===== src/pkg/cfg_ack_gen_map.svh =====
// Field positions, reset values, select codes and size codes for the cycle generator
`ifndef CFG_ACK_GEN_MAP_SVH
`define CFG_ACK_GEN_MAP_SVH

// Register select codes on both register ports
`define SEL_CFG_ADDR      2'h0
`define SEL_CFG_DATA      2'h1
`define SEL_ACK_GEN       2'h2

// Fields of config_cycle_address
`define CA_KIND_BIT       0
`define CA_REG_LSB        2
`define CA_REG_MSB        7
`define CA_FUNC_LSB       8
`define CA_FUNC_MSB       10
`define CA_DEV_LSB        11
`define CA_DEV_MSB        14
`define CA_FIXED_ZERO_BIT 15
`define CA_RESET          32'h0000_0000
`define CA_WRITE_MASK     32'hffff_7fff

// Type 0 one-hot device select base line
`define T0_SEL_BASE       16

// Local transfer size codes
`define SIZE_LONG         2'h0
`define SIZE_BYTE         2'h1
`define SIZE_WORD         2'h2
`define SIZE_TRIPLE       2'h3

`endif


===== src/pkg/cfg_ack_gen_pkg.sv =====
// Types shared by the configuration and acknowledge cycle generator
`default_nettype none
package cfg_ack_gen_pkg;
   typedef enum logic [1:0] {
      ST_IDLE  = 2'b00,
      ST_ISSUE = 2'b01,
      ST_READY = 2'b10
   } pend_state_t;

   typedef enum logic [1:0] {
      CYC_CFG_READ  = 2'b00,
      CYC_CFG_WRITE = 2'b01,
      CYC_ACK       = 2'b10
   } cyc_kind_t;
endpackage : cfg_ack_gen_pkg
`default_nettype wire


===== src/rtl/cfg_ack_cycle_gen.sv =====
// Configuration and interrupt-acknowledge cycle generator of the register channel
`include "cfg_ack_gen_map.svh"
`default_nettype none
// Summary of operation
// - Kind bit one: Type 1 address phase carries the whole address register.
// - Kind bit zero: Type 0, device index one-hot on AD[31:16].
// - Type 0: AD[15:11] zero, function, register index, AD[1:0] zero.
// - Address register bit 15 always reads and stays zero.
// - Local data write launches config write; local read launches config read.
// - PCI-side writes to config data ignored; PCI reads return zero.
// - Config data accesses complete as delayed transfers.
// - Config data access with bus master disabled gives local bus error.
// - Register channel data passes with no byte swapping.
// - Local read of acknowledge register launches acknowledge cycle, lanes from size.
// - Acknowledge cycle carries the local access address.
// - Acknowledge read retried until vector latched, returned on reissue.
// - Writes to acknowledge register do nothing; PCI reads return zero.
// - Acknowledge read with bus master disabled gives local bus error.
module cfg_ack_cycle_gen
   import cfg_ack_gen_pkg::*;
(
   input  wire logic        i_clk,
   input  wire logic        i_rst,
   input  wire logic        i_bus_master_enable,
   input  wire logic        i_loc_req,
   input  wire logic        i_loc_wr,
   input  wire logic [1:0]  i_loc_sel,
   input  wire logic [31:0] i_loc_addr,
   input  wire logic [1:0]  i_local_size_code,
   input  wire logic [31:0] i_loc_wdata,
   output logic             o_loc_ack,
   output logic             o_loc_retry,
   output logic             o_loc_err,
   output logic      [31:0] o_loc_rdata,
   input  wire logic        i_pci_req,
   input  wire logic        i_pci_wr,
   input  wire logic [1:0]  i_pci_sel,
   input  wire logic [31:0] i_pci_wdata,
   output logic             o_pci_ack,
   output logic      [31:0] o_pci_rdata,
   output logic             o_cyc_req,
   output cyc_kind_t        o_cyc_kind,
   output logic      [31:0] o_cyc_addr,
   output logic      [3:0]  o_cyc_be,
   output logic      [31:0] o_cyc_wdata,
   input  wire logic        i_cyc_done,
   input  wire logic [31:0] i_cyc_rdata
);
   pend_state_t state_reg, state_next;
   cyc_kind_t   kind_reg, kind_next;
   logic [31:0] cfg_addr_reg, cfg_addr_next;
   logic [31:0] cyc_addr_reg, cyc_addr_next;
   logic [31:0] wdata_reg, wdata_next;
   logic [31:0] data_reg, data_next;
   logic [3:0]  be_reg, be_next;
   logic        ack_reg, ack_next;
   logic        retry_reg, retry_next;
   logic        err_reg, err_next;
   logic [31:0] loc_rdata_reg, loc_rdata_next;
   logic        pci_ack_reg, pci_ack_next;
   logic [31:0] pci_rdata_reg, pci_rdata_next;
   logic [31:0] encoded_ad;
   logic        delayed_acc;
   cyc_kind_t   acc_kind;
   logic [3:0]  size_mask;

   cfg_addr_encoder u_encoder (
      .i_cfg_addr (cfg_addr_reg),
      .o_ad       (encoded_ad)
   );

   // Lane mask widened from the size code, then shifted to the start lane
   always_comb begin
      unique case (i_local_size_code)
         `SIZE_BYTE:   size_mask = 4'h1;
         `SIZE_WORD:   size_mask = 4'h3;
         `SIZE_TRIPLE: size_mask = 4'h7;
         `SIZE_LONG:   size_mask = 4'hf;
      endcase
   end

   // Ack register writes are not delayed: they complete at once with no effect
   assign delayed_acc = i_loc_req && ((i_loc_sel == `SEL_CFG_DATA) ||
                        (i_loc_sel == `SEL_ACK_GEN && !i_loc_wr));
   assign acc_kind = (i_loc_sel == `SEL_ACK_GEN) ? CYC_ACK :
                     (i_loc_wr ? CYC_CFG_WRITE : CYC_CFG_READ);

   always_comb begin
      state_next     = state_reg;
      kind_next      = kind_reg;
      cfg_addr_next  = cfg_addr_reg;
      cyc_addr_next  = cyc_addr_reg;
      wdata_next     = wdata_reg;
      data_next      = data_reg;
      be_next        = be_reg;
      ack_next       = 1'b0;
      retry_next     = 1'b0;
      err_next       = 1'b0;
      loc_rdata_next = loc_rdata_reg;
      pci_ack_next   = 1'b0;
      pci_rdata_next = pci_rdata_reg;

      if (state_reg == ST_ISSUE && i_cyc_done) begin
         data_next  = i_cyc_rdata;
         state_next = ST_READY;
      end

      if (i_loc_req && !delayed_acc) begin
         ack_next = 1'b1;
         if (i_loc_sel == `SEL_CFG_ADDR) begin
            if (i_loc_wr) begin
               cfg_addr_next = i_loc_wdata & `CA_WRITE_MASK;
            end else begin
               loc_rdata_next = cfg_addr_reg;
            end
         end else if (!i_loc_wr) begin
            loc_rdata_next = 32'h0000_0000;
         end
      end else if (delayed_acc && !i_bus_master_enable) begin
         err_next = 1'b1;
      end else if (delayed_acc) begin
         unique case (state_reg)
            ST_IDLE: begin
               retry_next = 1'b1;
               state_next = ST_ISSUE;
               kind_next  = acc_kind;
               wdata_next = i_loc_wdata;
               if (acc_kind == CYC_ACK) begin
                  cyc_addr_next = i_loc_addr;
                  be_next       = 4'((size_mask << i_loc_addr[1:0]) & 4'hf);
               end else begin
                  cyc_addr_next = encoded_ad;
                  be_next       = 4'hf;
               end
            end
            ST_ISSUE: begin
               retry_next = 1'b1;
            end
            ST_READY: begin
               if (acc_kind == kind_reg && !i_cyc_done) begin
                  ack_next       = 1'b1;
                  loc_rdata_next = (kind_reg == CYC_CFG_WRITE) ? 32'h0000_0000 : data_reg;
                  state_next     = ST_IDLE;
               end else begin
                  retry_next = 1'b1;
               end
            end
            default: begin
               state_next = ST_IDLE;
            end
         endcase
      end

      // PCI-side register port; data and ack registers look empty from here
      if (i_pci_req) begin
         pci_ack_next = 1'b1;
         if (i_pci_sel == `SEL_CFG_ADDR) begin
            if (i_pci_wr) begin
               cfg_addr_next = i_pci_wdata & `CA_WRITE_MASK;
            end else begin
               pci_rdata_next = cfg_addr_reg;
            end
         end else if (!i_pci_wr) begin
            pci_rdata_next = 32'h0000_0000;
         end
      end
   end

   always_ff @(posedge i_clk) begin
      if (i_rst) begin
         state_reg     <= ST_IDLE;
         kind_reg      <= CYC_CFG_READ;
         cfg_addr_reg  <= `CA_RESET;
         cyc_addr_reg  <= 32'h0000_0000;
         wdata_reg     <= 32'h0000_0000;
         data_reg      <= 32'h0000_0000;
         be_reg        <= 4'h0;
         ack_reg       <= 1'b0;
         retry_reg     <= 1'b0;
         err_reg       <= 1'b0;
         loc_rdata_reg <= 32'h0000_0000;
         pci_ack_reg   <= 1'b0;
         pci_rdata_reg <= 32'h0000_0000;
      end else begin
         state_reg     <= state_next;
         kind_reg      <= kind_next;
         cfg_addr_reg  <= cfg_addr_next;
         cyc_addr_reg  <= cyc_addr_next;
         wdata_reg     <= wdata_next;
         data_reg      <= data_next;
         be_reg        <= be_next;
         ack_reg       <= ack_next;
         retry_reg     <= retry_next;
         err_reg       <= err_next;
         loc_rdata_reg <= loc_rdata_next;
         pci_ack_reg   <= pci_ack_next;
         pci_rdata_reg <= pci_rdata_next;
      end
   end

   assign o_loc_ack   = ack_reg;
   assign o_loc_retry = retry_reg;
   assign o_loc_err   = err_reg;
   assign o_loc_rdata = loc_rdata_reg;
   assign o_pci_ack   = pci_ack_reg;
   assign o_pci_rdata = pci_rdata_reg;
   assign o_cyc_req   = (state_reg == ST_ISSUE);
   assign o_cyc_kind  = kind_reg;
   assign o_cyc_addr  = cyc_addr_reg;
   assign o_cyc_be    = be_reg;
   assign o_cyc_wdata = wdata_reg;
endmodule : cfg_ack_cycle_gen
`default_nettype wire


===== src/rtl/cfg_addr_encoder.sv =====
// Address phase encoder for Type 0 and Type 1 configuration cycles
`include "cfg_ack_gen_map.svh"
`default_nettype none
module cfg_addr_encoder (
   input  wire logic [31:0] i_cfg_addr,
   output logic      [31:0] o_ad
);
   logic [15:0] dev_onehot;

   always_comb begin
      dev_onehot = 16'h0000;
      dev_onehot[i_cfg_addr[`CA_DEV_MSB:`CA_DEV_LSB]] = 1'b1;
      if (i_cfg_addr[`CA_KIND_BIT]) begin
         o_ad = i_cfg_addr;
      end else begin
         o_ad = {dev_onehot, 5'h00, i_cfg_addr[`CA_FUNC_MSB:`CA_FUNC_LSB],
                 i_cfg_addr[`CA_REG_MSB:`CA_REG_LSB], 2'h0};
      end
   end
endmodule : cfg_addr_encoder
`default_nettype wire


===== config.mk =====
export PLATFORM = sky130hd
export DESIGN_NAME = cfg_ack_cycle_gen
export DESIGN_NICKNAME = d
export VERILOG_FILES = /design/src/pkg/cfg_ack_gen_pkg.sv /design/src/rtl/cfg_ack_cycle_gen.sv /design/src/rtl/cfg_addr_encoder.sv
export VERILOG_INCLUDE_DIRS = /design/src /design/src/pkg
export SDC_FILE = /design/constraint.sdc
export NUM_CORES = 1
export LEC_CHECK = 0
export ABC_AREA = 0
export BUFFER_PORTS_ARGS = -buffer_cell sky130_fd_sc_hd__buf_2
export CORE_ASPECT_RATIO = 0.75
export CORE_UTILIZATION = 51
export DETAILED_ROUTE_END_ITERATION = 16
export PLACE_DENSITY = 0.81
export SYNTH_ARGS = -nofsm -noshare
export SYNTH_HDL_FRONTEND = slang
export SYNTH_SLANG_ARGS = --single-unit

===== constraint.sdc =====
create_clock -name i_clk -period 2.52 [get_ports i_clk]
set_input_delay 0.378 -clock i_clk [delete_from_list [all_inputs] [get_ports i_clk]]
set_output_delay 0.378 -clock i_clk [all_outputs]
set_load 0.01 [all_outputs]

Word-level counts from Yosys, hierarchy flattened:

Index checks and enable logic that the tools add are counted.

* bits in registers: 204
* input port bits: 142
* output and inout port bits: 139
* logic and storage cells: 98

* $lt $le $gt $ge: 2
* equality and inequality tests: 12
* shift-type cells: 1
* muxes and demuxes: 41
* bitwise logic cells: 4
* reductions and logical operators: 25

Operator list (number)
* $mux W32: 20
* $pmux W4 S4: 1
* $mux W2: 6
* $eq A2 B2 Y1 const B: 5
* $mux W1: 10
* $eq A2 B1 Y1 const B: 4
* $logic_not A2 Y1: 4
* $logic_and A1 B1 Y1: 7
* $pmux W2 S3: 1
* $reduce_bool A2 Y1: 3
* $lt A4 B5 Y1 const B: 1
* $reduce_and A5 Y1: 1
* $demux W1 S4: 1
* $ge A4 B1 Y1 const B: 1
* $logic_not A1 Y1: 4
* $mux W4: 1
* $ne A2 B2 Y1 const B: 2
* $not A1 Y1: 4
* $reduce_and A4 Y1: 1
* $reduce_or A2 Y1: 2
* $reduce_or A4 Y1: 1
* $shl A4 B2 Y4: 1
* $eq A2 B2 Y1: 1
* $pmux W1 S2: 1
* 2 further kinds: 2

Logic depth before layout (Yosys ltp):

Gate-level depths: netlist (run 1).

* depth after elaboration: 10
* gate-level depth with buffers: 7
* mapped depth without buffers: 6

Cells and area by module:

A second synthesis (run 1) with hierarchy kept.

* cells, all modules: 999
* area, all modules: 8506.9 µm²

Modules (own cells, without submodules)
* cfg_ack_cycle_gen: times used 1, cells an instance 940, area an instance 8126.5 µm²
* cfg_addr_encoder: times used 1, cells an instance 59, area an instance 380.4 µm²

Least setup slack after synthesis (run 1):

Ideal clock, no wire load.

* kind: input-to-reg
* start: input port i_loc_sel[0]
* end: register loc_rdata_reg[5], in the netlist o_loc_rdata[5]
* setup time: 0.123 ns
* arrival time: 1.792 ns
* required time: 2.397 ns
* setup slack: 0.604 ns
* cell stages on the path: 6
* buffers on the path: 1
* cells stage by stage: or3b_1 > a21oi_1 > and2_2 > a31oi_2 > buf_6 > mux2_1

* longest elaborated chain between the ends: 8
* elaborated cells on any way between the ends: 20
* those cells by class: 5 x eq/ne; 3 x mux; 12 x reduce/logical

Ends and longest elaborated chain
* from (decl): line cfg_ack_cycle_gen.sv:27 `input wire logic [1:0] i_loc_sel,`
* $eq A2 B2 Y1 (no line)
* $logic_and A1 B1 Y1: line cfg_ack_cycle_gen.sv:84 `` (i_loc_sel == `SEL_ACK_GEN && !i_loc_wr)); ``
* $logic_or A1 B1 Y1: line cfg_ack_cycle_gen.sv:83 `` assign delayed_acc = i_loc_req && ((i_loc_sel == `SEL_CFG_DATA) || ``
* $logic_and A1 B1 Y1: line cfg_ack_cycle_gen.sv:83
* $logic_not A1 Y1: line cfg_ack_cycle_gen.sv:108 `if (i_loc_req && !delayed_acc) begin`
* $logic_and A1 B1 Y1: line cfg_ack_cycle_gen.sv:108
* $ne A2 B2 Y1 (no line) or $reduce_bool A2 Y1 (tied branches)
* $reduce_and A5 Y1 (no line)
* to (signal assigned): line cfg_ack_cycle_gen.sv:195 `loc_rdata_reg <= loc_rdata_next;`
* to (decl): line cfg_ack_cycle_gen.sv:59 `logic [31:0] loc_rdata_reg, loc_rdata_next;`

Parallel ways exist; a longest one is shown, timed or not.
A chain may end at the register's enable or synchronous reset.

Final worst setup path (run 1):

* start: register kind_reg[1], in the netlist o_cyc_kind[1]
* end: register loc_rdata_reg[1], in the netlist o_loc_rdata[1]

* longest elaborated chain between the ends: 7
* elaborated cells on any way between the ends: 11
* those cells by class: 2 x eq/ne; 6 x mux; 3 x reduce/logical

Ends and longest elaborated chain
* from (decl): line cfg_ack_cycle_gen.sv:50 `cyc_kind_t kind_reg, kind_next;`
* from (signal assigned): line cfg_ack_cycle_gen.sv:186 `kind_reg <= kind_next;`
* $eq A2 B1 Y1: line cfg_ack_cycle_gen.sv:142 `loc_rdata_next = (kind_reg == CYC_CFG_WRITE) ? 32'h0000_0000 : data_reg;`
* $mux W32: line cfg_ack_cycle_gen.sv:142
* $mux W32: line cfg_ack_cycle_gen.sv:140 `if (acc_kind == kind_reg && !i_cyc_done) begin`
* $mux W32: line cfg_ack_cycle_gen.sv:122 `unique case (state_reg)`
* $mux W32: line cfg_ack_cycle_gen.sv:121 `end else if (delayed_acc) begin`
* $mux W32: line cfg_ack_cycle_gen.sv:119 `end else if (delayed_acc && !i_bus_master_enable) begin`
* $mux W32: line cfg_ack_cycle_gen.sv:108

Parallel ways exist; a longest one is shown, timed or not. The select of a mux whose other input is x is not followed.

==> results.yml, run 1 <==
power:
  p_leak_nw: 4.540
  p_total_mw: 7.395
  pwr-share-comb_pct: 8.5
  p_sw_share_pct: 23.85
  ir_drop_mv: 0.4606
  intPower_mw: 5.631
  power.density_nw_per_um2: 690.4
  power_switching_mw: 1.764
  p_clk_share_pct: 45.5
  seq_power_share_pct: 46.0
die:
  pin_count: 281
  initial_utilization_pct: 52.45
  num_rows: 40
  die_w_microns: 150.4
  die_h_microns: 113.3
  coreArea_sq_um: 16070
  fp.dieArea_sq_um: 17050
timing:
  fmax_ghz: 0.5031
  skew_ps: 11.71
  hold_violations: 0
  tns_ps: 0
  tightestPinTransition_ps: 680.3
  period_needed_ps: 1988
  max_slew_margin_pct: 54.59
  setup_slack_ps: 532.4
  setup_viol_count_final: 0
  rsz0062_at_grt: "false"
  post-route-period-util_pct: 78.87
  drv_slew: 0
  timing.hold.ws_ps: 68.82
placed_design:
  portBuffers: 279
  dp_hpwl_microns: 17920
  place.gp.congestion: 0.8790
  pre_cts_ws_ps: 226.7
clocking:
  cts_resized: 0
  cts.sinks: 204
  cts_buffers: 21
  clk_pin_slew_ps: 60
  cts_root_buf: "clkbuf_16"
  ctsHoldBuffers: 0
  cts_setup_buffers: 0
  htreeDepth: 1
  cts_max_path_buffers: 3
  cts_tree: "done"
  clkLatencyLatePin_ps: 500
layout:
  diodes: 0
  fin_util_pct: 66.67
  syn2layout_area_growth_pct: 27.10
  drive_gt1_share_pct: 30.39
  finalNetCount: 1354
worst_setup_path:
  path_class: "reg2reg"
  path_max_fanout: 32
  worstPathRequired_ps: 2900
  critPathLaunchType: "register"
  crit_arrival_ps: 2370
  cp-end-kind: "register"
synth:
  synth_seq_cells: 204
  syn-cell-area_sq_um: 8427
  ys.flop_type: "dfxtp_1"
  synthesis.nets: 1121
  syn_inst: 977
  synth_compound_area_share_pct: 18.49
  async_flop_share_pct: 0
  synth_adder_area_share_pct: 0.2970
  yosysMostFrequentCell: "dfxtp_1"
  netlist_top_cells_area: "dfxtp_1 (48%), nand2_1 (7.3%), nor2_1 (6.3%)"
  synth_common_cells: "dfxtp_1 (204), nand2_1 (163), nor2_1 (142)"
  synth-edff-count: 0
  seq_area_frac_synth_pct: 48.46
  synthSimpleGateAreaFrac_pct: 19.90
  synth_warnings: 0
  synth_xor_area_share_pct: 0
  syn_area_per_cell_sq_um: 8.625
  synth_top_family_by_area: "simple AND/OR/NAND/NOR gates"
  synth_top_area_share_pct: 48.46
  yosysTopAreaCell: "dfxtp_1"
  synthDistinctLibCells: 39
  synth_mux_area_share_pct: 8.077
grt:
  grt_first_pass_wirelength_microns: 39360
  grt_overflow: 0
  grt_max_degree: 104
  grt_usage_pct: 29.63
  grt_pass1_vias: 7347
  antenna_found_initial: 0
drt:
  drtAntennaViolNets: 0
  routed_wl_microns: 26060
  drtIter0Drc: 575
  vias: 8061
  firstDrtPassIters: 5
  wl_per_cell_microns: 18.17
  viasPerCell: 5.621
  drcViolationCount: 0
worst_hold_path:
  hold_path_class: "in2reg"
status:
  outcome: "finished, final reports clean"
job:
  maxCapViolations: 0
power groups by stage:
stage | logic, mW | registers (mW) | clock network [mW]
final | 0.629 | 3.40 | 3.36
after global routing | 0.688 | 3.41 | 3.55
after CTS | 0.628 | 3.40 | 3.38
after detailed placement | 0.623 | 3.47 | 0
after global placement | 0.612 | 3.47 | 0
after floorplan | 0.336 | 3.45 | 0
stage by stage:
stage	area, sq um	instances
after floorplan	8427	977
after global placement	9967	1397
after detailed placement	9967	1397
after CTS	10710	1434
after global routing	10710	1434
final	10710	1434
cells by family (layout without fill, tap and decap cells):
| kind of cell | count (synthesis) | after routing |
|---|---|---|
| buffers and inverters | 91 | 338 |
| DFF | 204 | 204 |
| AOI/OAI and AO/OA | 225 | 225 |
| adders and majority gates | 2 | 2 |
| muxes | 64 | 64 |
| and+or+nand+nor | 391 | 391 |
metal layers:
| metal | vias up | share of wire, % | track usage, % | wire (microns) |
|---|---|---|---|---|
| li1 | 3886 | - | - | - |
| met1 | 3755 | 45 | 42.35 | 11790 |
| met2 | 372 | 44 | 45.71 | 11420 |
| met3 | 48 | 9.0 | 6.048 | 2338 |
| met4 | 0 | 2.0 | 6.667 | 509 |
| met5 | - | 0 | 0 | 0 |
cell type report:
class,instances,area [sq um]
fill,1382,5355
sequential,204,4084
multi-input combinational,682,3980
timing repair buffer,297,1625
clock buffer,28,591.8
tap,210,262.8
clock inverter,9,151.4
inverter,4,15.01
path summary, 6_finish.rpt:
check	start	end	slack, ps	cells past startpoint
max	o_cyc_kind[1]$_SDFFE_PP0P_	o_loc_rdata[1]$_SDFFE_PP0P_	530	7
min	i_bus_master_enable	o_loc_err$_SDFF_PP0_	70	2
max reg2reg	o_cyc_kind[1]$_SDFFE_PP0P_	o_loc_rdata[1]$_SDFFE_PP0P_	530	7
min reg2reg	data_reg[11]$_SDFFE_PP0P_	data_reg[11]$_SDFFE_PP0P_	450	2
cell usage in the layout (no fill, tap or decap), drive strengths merged:
cell type    n
ha           2
nor3b        2
a21oi       69
a21o         1
mux2        32
a311oi      18
and2         3
or2          1
nand2      163
nand2b       3
and3        17
nor2b       36
nand3b       1
nor3         9
dfxtp      204
a2111oi      2
nor2       142
nand3       10
a22oi       64
clkinv       4
o31ai        1
mux2i       32
nand4b       1
clkbuf      28
a31oi        2
or3b         1
a211oi      49
buf        297
and3b        1
or3          1
inv          5
o21ai        3
a221oi      16
bufinv       4
worst max-delay path: stages, from the launching register on:
cell      delay (ps)
dfxtp_1          420
nor2b_1          110
nand4b_1         110
o31ai_1           80
buf_4            150
a31oi_4          170
buf_4            420
mux2_2           400
Power figures use the tool's default switching activity.
==> run 2: changes to the inputs <==
- clock period: 2.52 -> 2.05 ns (I/O delays scaled with it)
==> results.yml, run 2 (synthesis gave the netlist of run 1 again) <==
worst_hold_path:
  hold_path_depth: 3
  worstHoldStart: "i_cyc_rdata[0]"
  min_to: "data_reg[0]$_SDFFE_PP0P_"
  hold_path_class: "in2reg"
drt:
  routed_wl_microns: 25990
  drtIter0Drc: 591
  vias: 8142
  wl_per_cell_microns: 17.89
  drtAntennaViolNets: 0
  drcViolationCount: 0
  viasPerCell: 5.604
  firstDrtPassIters: 5
layout:
  final_cell_mix: "buf_2 (278), dfxtp_1 (204), nand2_1 (163), nor2_1 (142), a21oi_1 (69)"
  syn2layout_area_growth_pct: 29.12
  final_common_cell: "buf_2"
  finalInstanceArea_sq_um: 10880
  drive_gt1_share_pct: 31.27
  finalNetCount: 1371
  fin_util_pct: 67.73
  instances_no_fill: 1453
worst_setup_path:
  path_class: "in2reg"
  reg2reg_depth: 7
  cp_top_family: "buffers and inverters"
  worstPathRequired_ps: 2430
  path_depth: 8
  cp_slowest_stage_delay_ps: 560
  critPathLaunchType: "primary input"
  reg2reg_from: "o_cyc_kind[1]$_SDFFE_PP0P_"
  crit_chain: "dlygate4sd3_1 > buf_2 > nand2_1 > a21oi_1 > and2_2 > a31oi_4 > buf_12 > mux2_2"
  cp.buffers_inverters: 3
  regToRegSetupSlack_ps: 220
  slowest_stage: "dlygate4sd3_1"
  r2r-end: "o_loc_rdata[20]$_SDFFE_PP0P_"
  cp-end-kind: "register"
  crit_arrival_ps: 2210
  path_max_fanout: 22
clocking:
  cts_resized: 0
  ctsHoldBuffers: 1
  cts_max_path_buffers: 3
  cts_setup_buffers: 0
  clk_pin_slew_ps: 60
  cts_tree: "done"
  cts.sinks: 204
  cts_buffers: 21
  htreeDepth: 1
  clkLatencyLatePin_ps: 490
  cts_root_buf: "clkbuf_16"
status:
  outcome: "finished, final reports clean"
timing:
  period_needed_ps: 1837
  drv_slew: 0
  setup_slack_ps: 213.4
  setup_viol_count_final: 0
  timing.hold.ws_ps: 44.98
  tightestPinTransition_ps: 720.9
  hold_violations: 0
  post-route-period-util_pct: 89.59
  tns_ps: 0
  max_slew_margin_pct: 51.88
  rsz0062_at_grt: "false"
  skew_ps: 9.061
  fmax_ghz: 0.5445
placed_design:
  dp_hpwl_microns: 18180
  pre_cts_ws_ps: -37.31
  portBuffers: 279
  place.gp.congestion: 0.8859
  dp_cells: 1413
  place_area_sq_um: 10160
die:
  fp.dieArea_sq_um: 17050
  die_h_microns: 113.3
  die_w_microns: 150.4
  num_rows: 40
  pin_count: 281
  coreArea_sq_um: 16070
  initial_utilization_pct: 52.45
grt:
  grt_pass1_vias: 7448
  antenna_found_initial: 2
  grt_overflow: 0
  grt_max_degree: 74
  grt_first_pass_wirelength_microns: 39530
  grt_usage_pct: 29.69
power:
  p_leak_nw: 4.634
  power.density_nw_per_um2: 816.7
  p_total_mw: 8.886
  ir_drop_mv: 0.5723
job:
  maxCapViolations: 0
==> run 2: how the worst max path moves through the flow <==
stage                                     startpoint                           end
after floorplan                         i_loc_sel[0]   o_loc_rdata[5]$_SDFFE_PP0P_
after detailed placement                i_loc_sel[0]      o_cyc_be[2]$_SDFFE_PP0P_
after global routing             i_bus_master_enable  o_loc_rdata[20]$_SDFFE_PP0P_
after global placement                  i_loc_sel[0]      o_cyc_be[2]$_SDFFE_PP0P_
final                            i_bus_master_enable  o_loc_rdata[20]$_SDFFE_PP0P_
after CTS                 o_cyc_kind[1]$_SDFFE_PP0P_  o_loc_rdata[24]$_SDFFE_PP0P_
==> run 2: routing by layer <==
metal / wire length, microns / vias to the layer above / part of all wire [%] / track usage (%)
li1: - / 3914 / - / -
met1: 11770 / 3809 / 45 / 42.32
met2: 11010 / 365 / 42 / 43.81
met3: 2513 / 54 / 9.7 / 7.661
met4: 690 / 0 / 2.7 / 8.822
met5: 0 / - / 0 / 0
==> run 2: worst register-to-register path, cell delays in order (launching register included) <==
cell and delay [ps]:
dfxtp_1 430, nor2_1 80, mux2i_1 150, o31ai_1 80, buf_4 150, a31oi_4 240, buf_12 220, mux2_2 360
==> run 2: final cells by class <==
type	instances	area [sq um]
fillers	1331	5185
inverters	4	15.01
well taps	210	262.8
diodes	2	5.005
repair buffers	314	1831
clock buffers	29	605.6
multi-input cells	682	3980
flip-flops and latches	204	4084
clock inverters	8	97.59
==> run 2: power breakdown <==
part	switching [mW]	internal (mW)	total (mW)
Clock	1.57	2.32	3.89
Combinational	0.465	0.349	0.813
Sequential	0.113	4.07	4.18
==> run 3: changes to the inputs <==
- CORE_UTILIZATION: 51 -> 54
- PLACE_DENSITY: 0.81 -> 0.85
- clock period: 2.05 -> 2.22 ns (I/O delays scaled with it)
==> results.yml, run 3 (synthesis gave the netlist of run 1 again) <==
worst_setup_path:
  critPathLaunchType: "register"
  path_class: "reg2reg"
  cp_slowest_stage_delay_ps: 420
  cp_top_family: "compound AO/OA/AOI/OAI gates"
  slowest_stage: "dfxtp_1"
  path_max_fanout: 14
  crit_chain: "nor2b_1 > nand4b_1 > o31ai_1 > buf_4 > a31oi_4 > buf_12 > mux2_2"
  worstPathRequired_ps: 2590
  cp-end-kind: "register"
  cp.buffers_inverters: 2
  crit_arrival_ps: 2290
job:
  maxCapViolations: 0
timing:
  tns_ps: 0
  hold_violations: 0
  skew_ps: 6.857
  max_slew_margin_pct: 59.67
  setup_slack_ps: 298.8
  timing.hold.ws_ps: 33.12
  fmax_ghz: 0.5205
  rsz0062_at_grt: "false"
  drv_slew: 0
  setup_viol_count_final: 0
  post-route-period-util_pct: 86.54
  tightestPinTransition_ps: 603.6
  period_needed_ps: 1921
die:
  fp.dieArea_sq_um: 16110
  initial_utilization_pct: 55.35
  coreArea_sq_um: 15220
  die_w_microns: 146.2
  die_h_microns: 110.2
  num_rows: 39
  pin_count: 281
drt:
  vias: 8156
  drtIter0Drc: 649
  wl_per_cell_microns: 17.79
  viasPerCell: 5.672
  routed_wl_microns: 25580
  drtAntennaViolNets: 0
  drcViolationCount: 0
  firstDrtPassIters: 5
clocking:
  clkLatencyLatePin_ps: 490
  cts_buffers: 20
  cts_root_buf: "clkbuf_16"
  cts_tree: "done"
  cts_resized: 0
  htreeDepth: 1
  ctsHoldBuffers: 0
  cts_setup_buffers: 0
  clk_pin_slew_ps: 60
  cts_max_path_buffers: 3
  cts.sinks: 204
power:
  p_leak_nw: 4.568
  intPower_mw: 6.027
  p_clk_share_pct: 42.3
  ir_drop_mv: 0.5593
  pwr-share-comb_pct: 9.3
  p_sw_share_pct: 24.34
  power_switching_mw: 1.939
  seq_power_share_pct: 48.4
  power.density_nw_per_um2: 742.4
layout:
  nFillCells: 1207
  multiInputGateArea_sq_um: 3980
  drive_gt1_share_pct: 30.98
  final_common_cell: "buf_2"
  instances_no_fill: 1438
  final_cell_mix: "buf_2 (278), dfxtp_1 (204), nand2_1 (163), nor2_1 (142), a21oi_1 (69)"
  diodes: 0
  finalNetCount: 1365
  syn2layout_area_growth_pct: 27.35
  regArea_sq_um: 4084
placed_design:
  dp_hpwl_microns: 18000
  place.gp.congestion: 0.8568
  pre_cts_ws_ps: 41.68
  portBuffers: 279
  dp_cells: 1404
status:
  outcome: "finished, final reports clean"
worst_hold_path:
  hold_path_class: "in2reg"
grt:
  antenna_found_initial: 0
  grt_first_pass_wirelength_microns: 38480
  grt_max_degree: 64
  grt_overflow: 0
  grt_pass1_vias: 7221
  grt_usage_pct: 30.37
-- run 3: path summary, 6_finish.rpt --
kind	start	end	slack, ps	cells past startpoint
hold reg to reg	o_cyc_wdata[5]$_SDFFE_PP0P_	o_cyc_wdata[5]$_SDFFE_PP0P_	450	2
setup / recovery	o_cyc_kind[1]$_SDFFE_PP0P_	o_loc_rdata[14]$_SDFFE_PP0P_	300	7
setup reg to reg	o_cyc_kind[1]$_SDFFE_PP0P_	o_loc_rdata[14]$_SDFFE_PP0P_	300	7
hold / removal	i_bus_master_enable	o_loc_err$_SDFF_PP0_	30	2
-- run 3: layer usage --
| metal | part of all wire [%] | GRT usage [%] |
|---|---|---|
| met1 | 45 | 43.26 |
| met2 | 43 | 45.51 |
| met3 | 9.0 | 6.872 |
| met4 | 2.7 | 9.821 |
| met5 | 0 | 0 |
-- run 3: power groups by stage --
stage	Combinational [mW]	Clock (mW)	Sequential (mW)
4_1_cts	0.732	3.42	3.85
2_1_floorplan	0.381	0	3.92
3_5_place_dp	0.727	0	3.94
3_3_place_gp	0.719	0	3.93
5_1_grt	0.802	3.58	3.86
6_report	0.738	3.37	3.86
-- run 3: per-stage QoR --
| stage | utilization [%] | total power, mW | area, sq um |
|---|---|---|---|
| 5_1_grt | 70.49 | 8.245 | 10730 |
| 3_5_place_dp | 66.18 | 4.663 | 10080 |
| 3_3_place_gp | 66.18 | 4.651 | 10080 |
| 2_1_floorplan | - | 4.300 | 8427 |
| 4_1_cts | 70.49 | 8.003 | 10730 |
| 6_report | 70.49 | 7.967 | 10730 |
-- run 3: area by class of cell --
type | instances | area share (%)
Sequential cell | 204 | 38.06
Multi-Input combinational cell | 682 | 37.09
Timing Repair Buffer | 309 | 16.22
Clock buffer | 30 | 5.865
Tap cell | 205 | 2.390
Clock inverter | 4 | 0.2448
Inverter | 4 | 0.1399
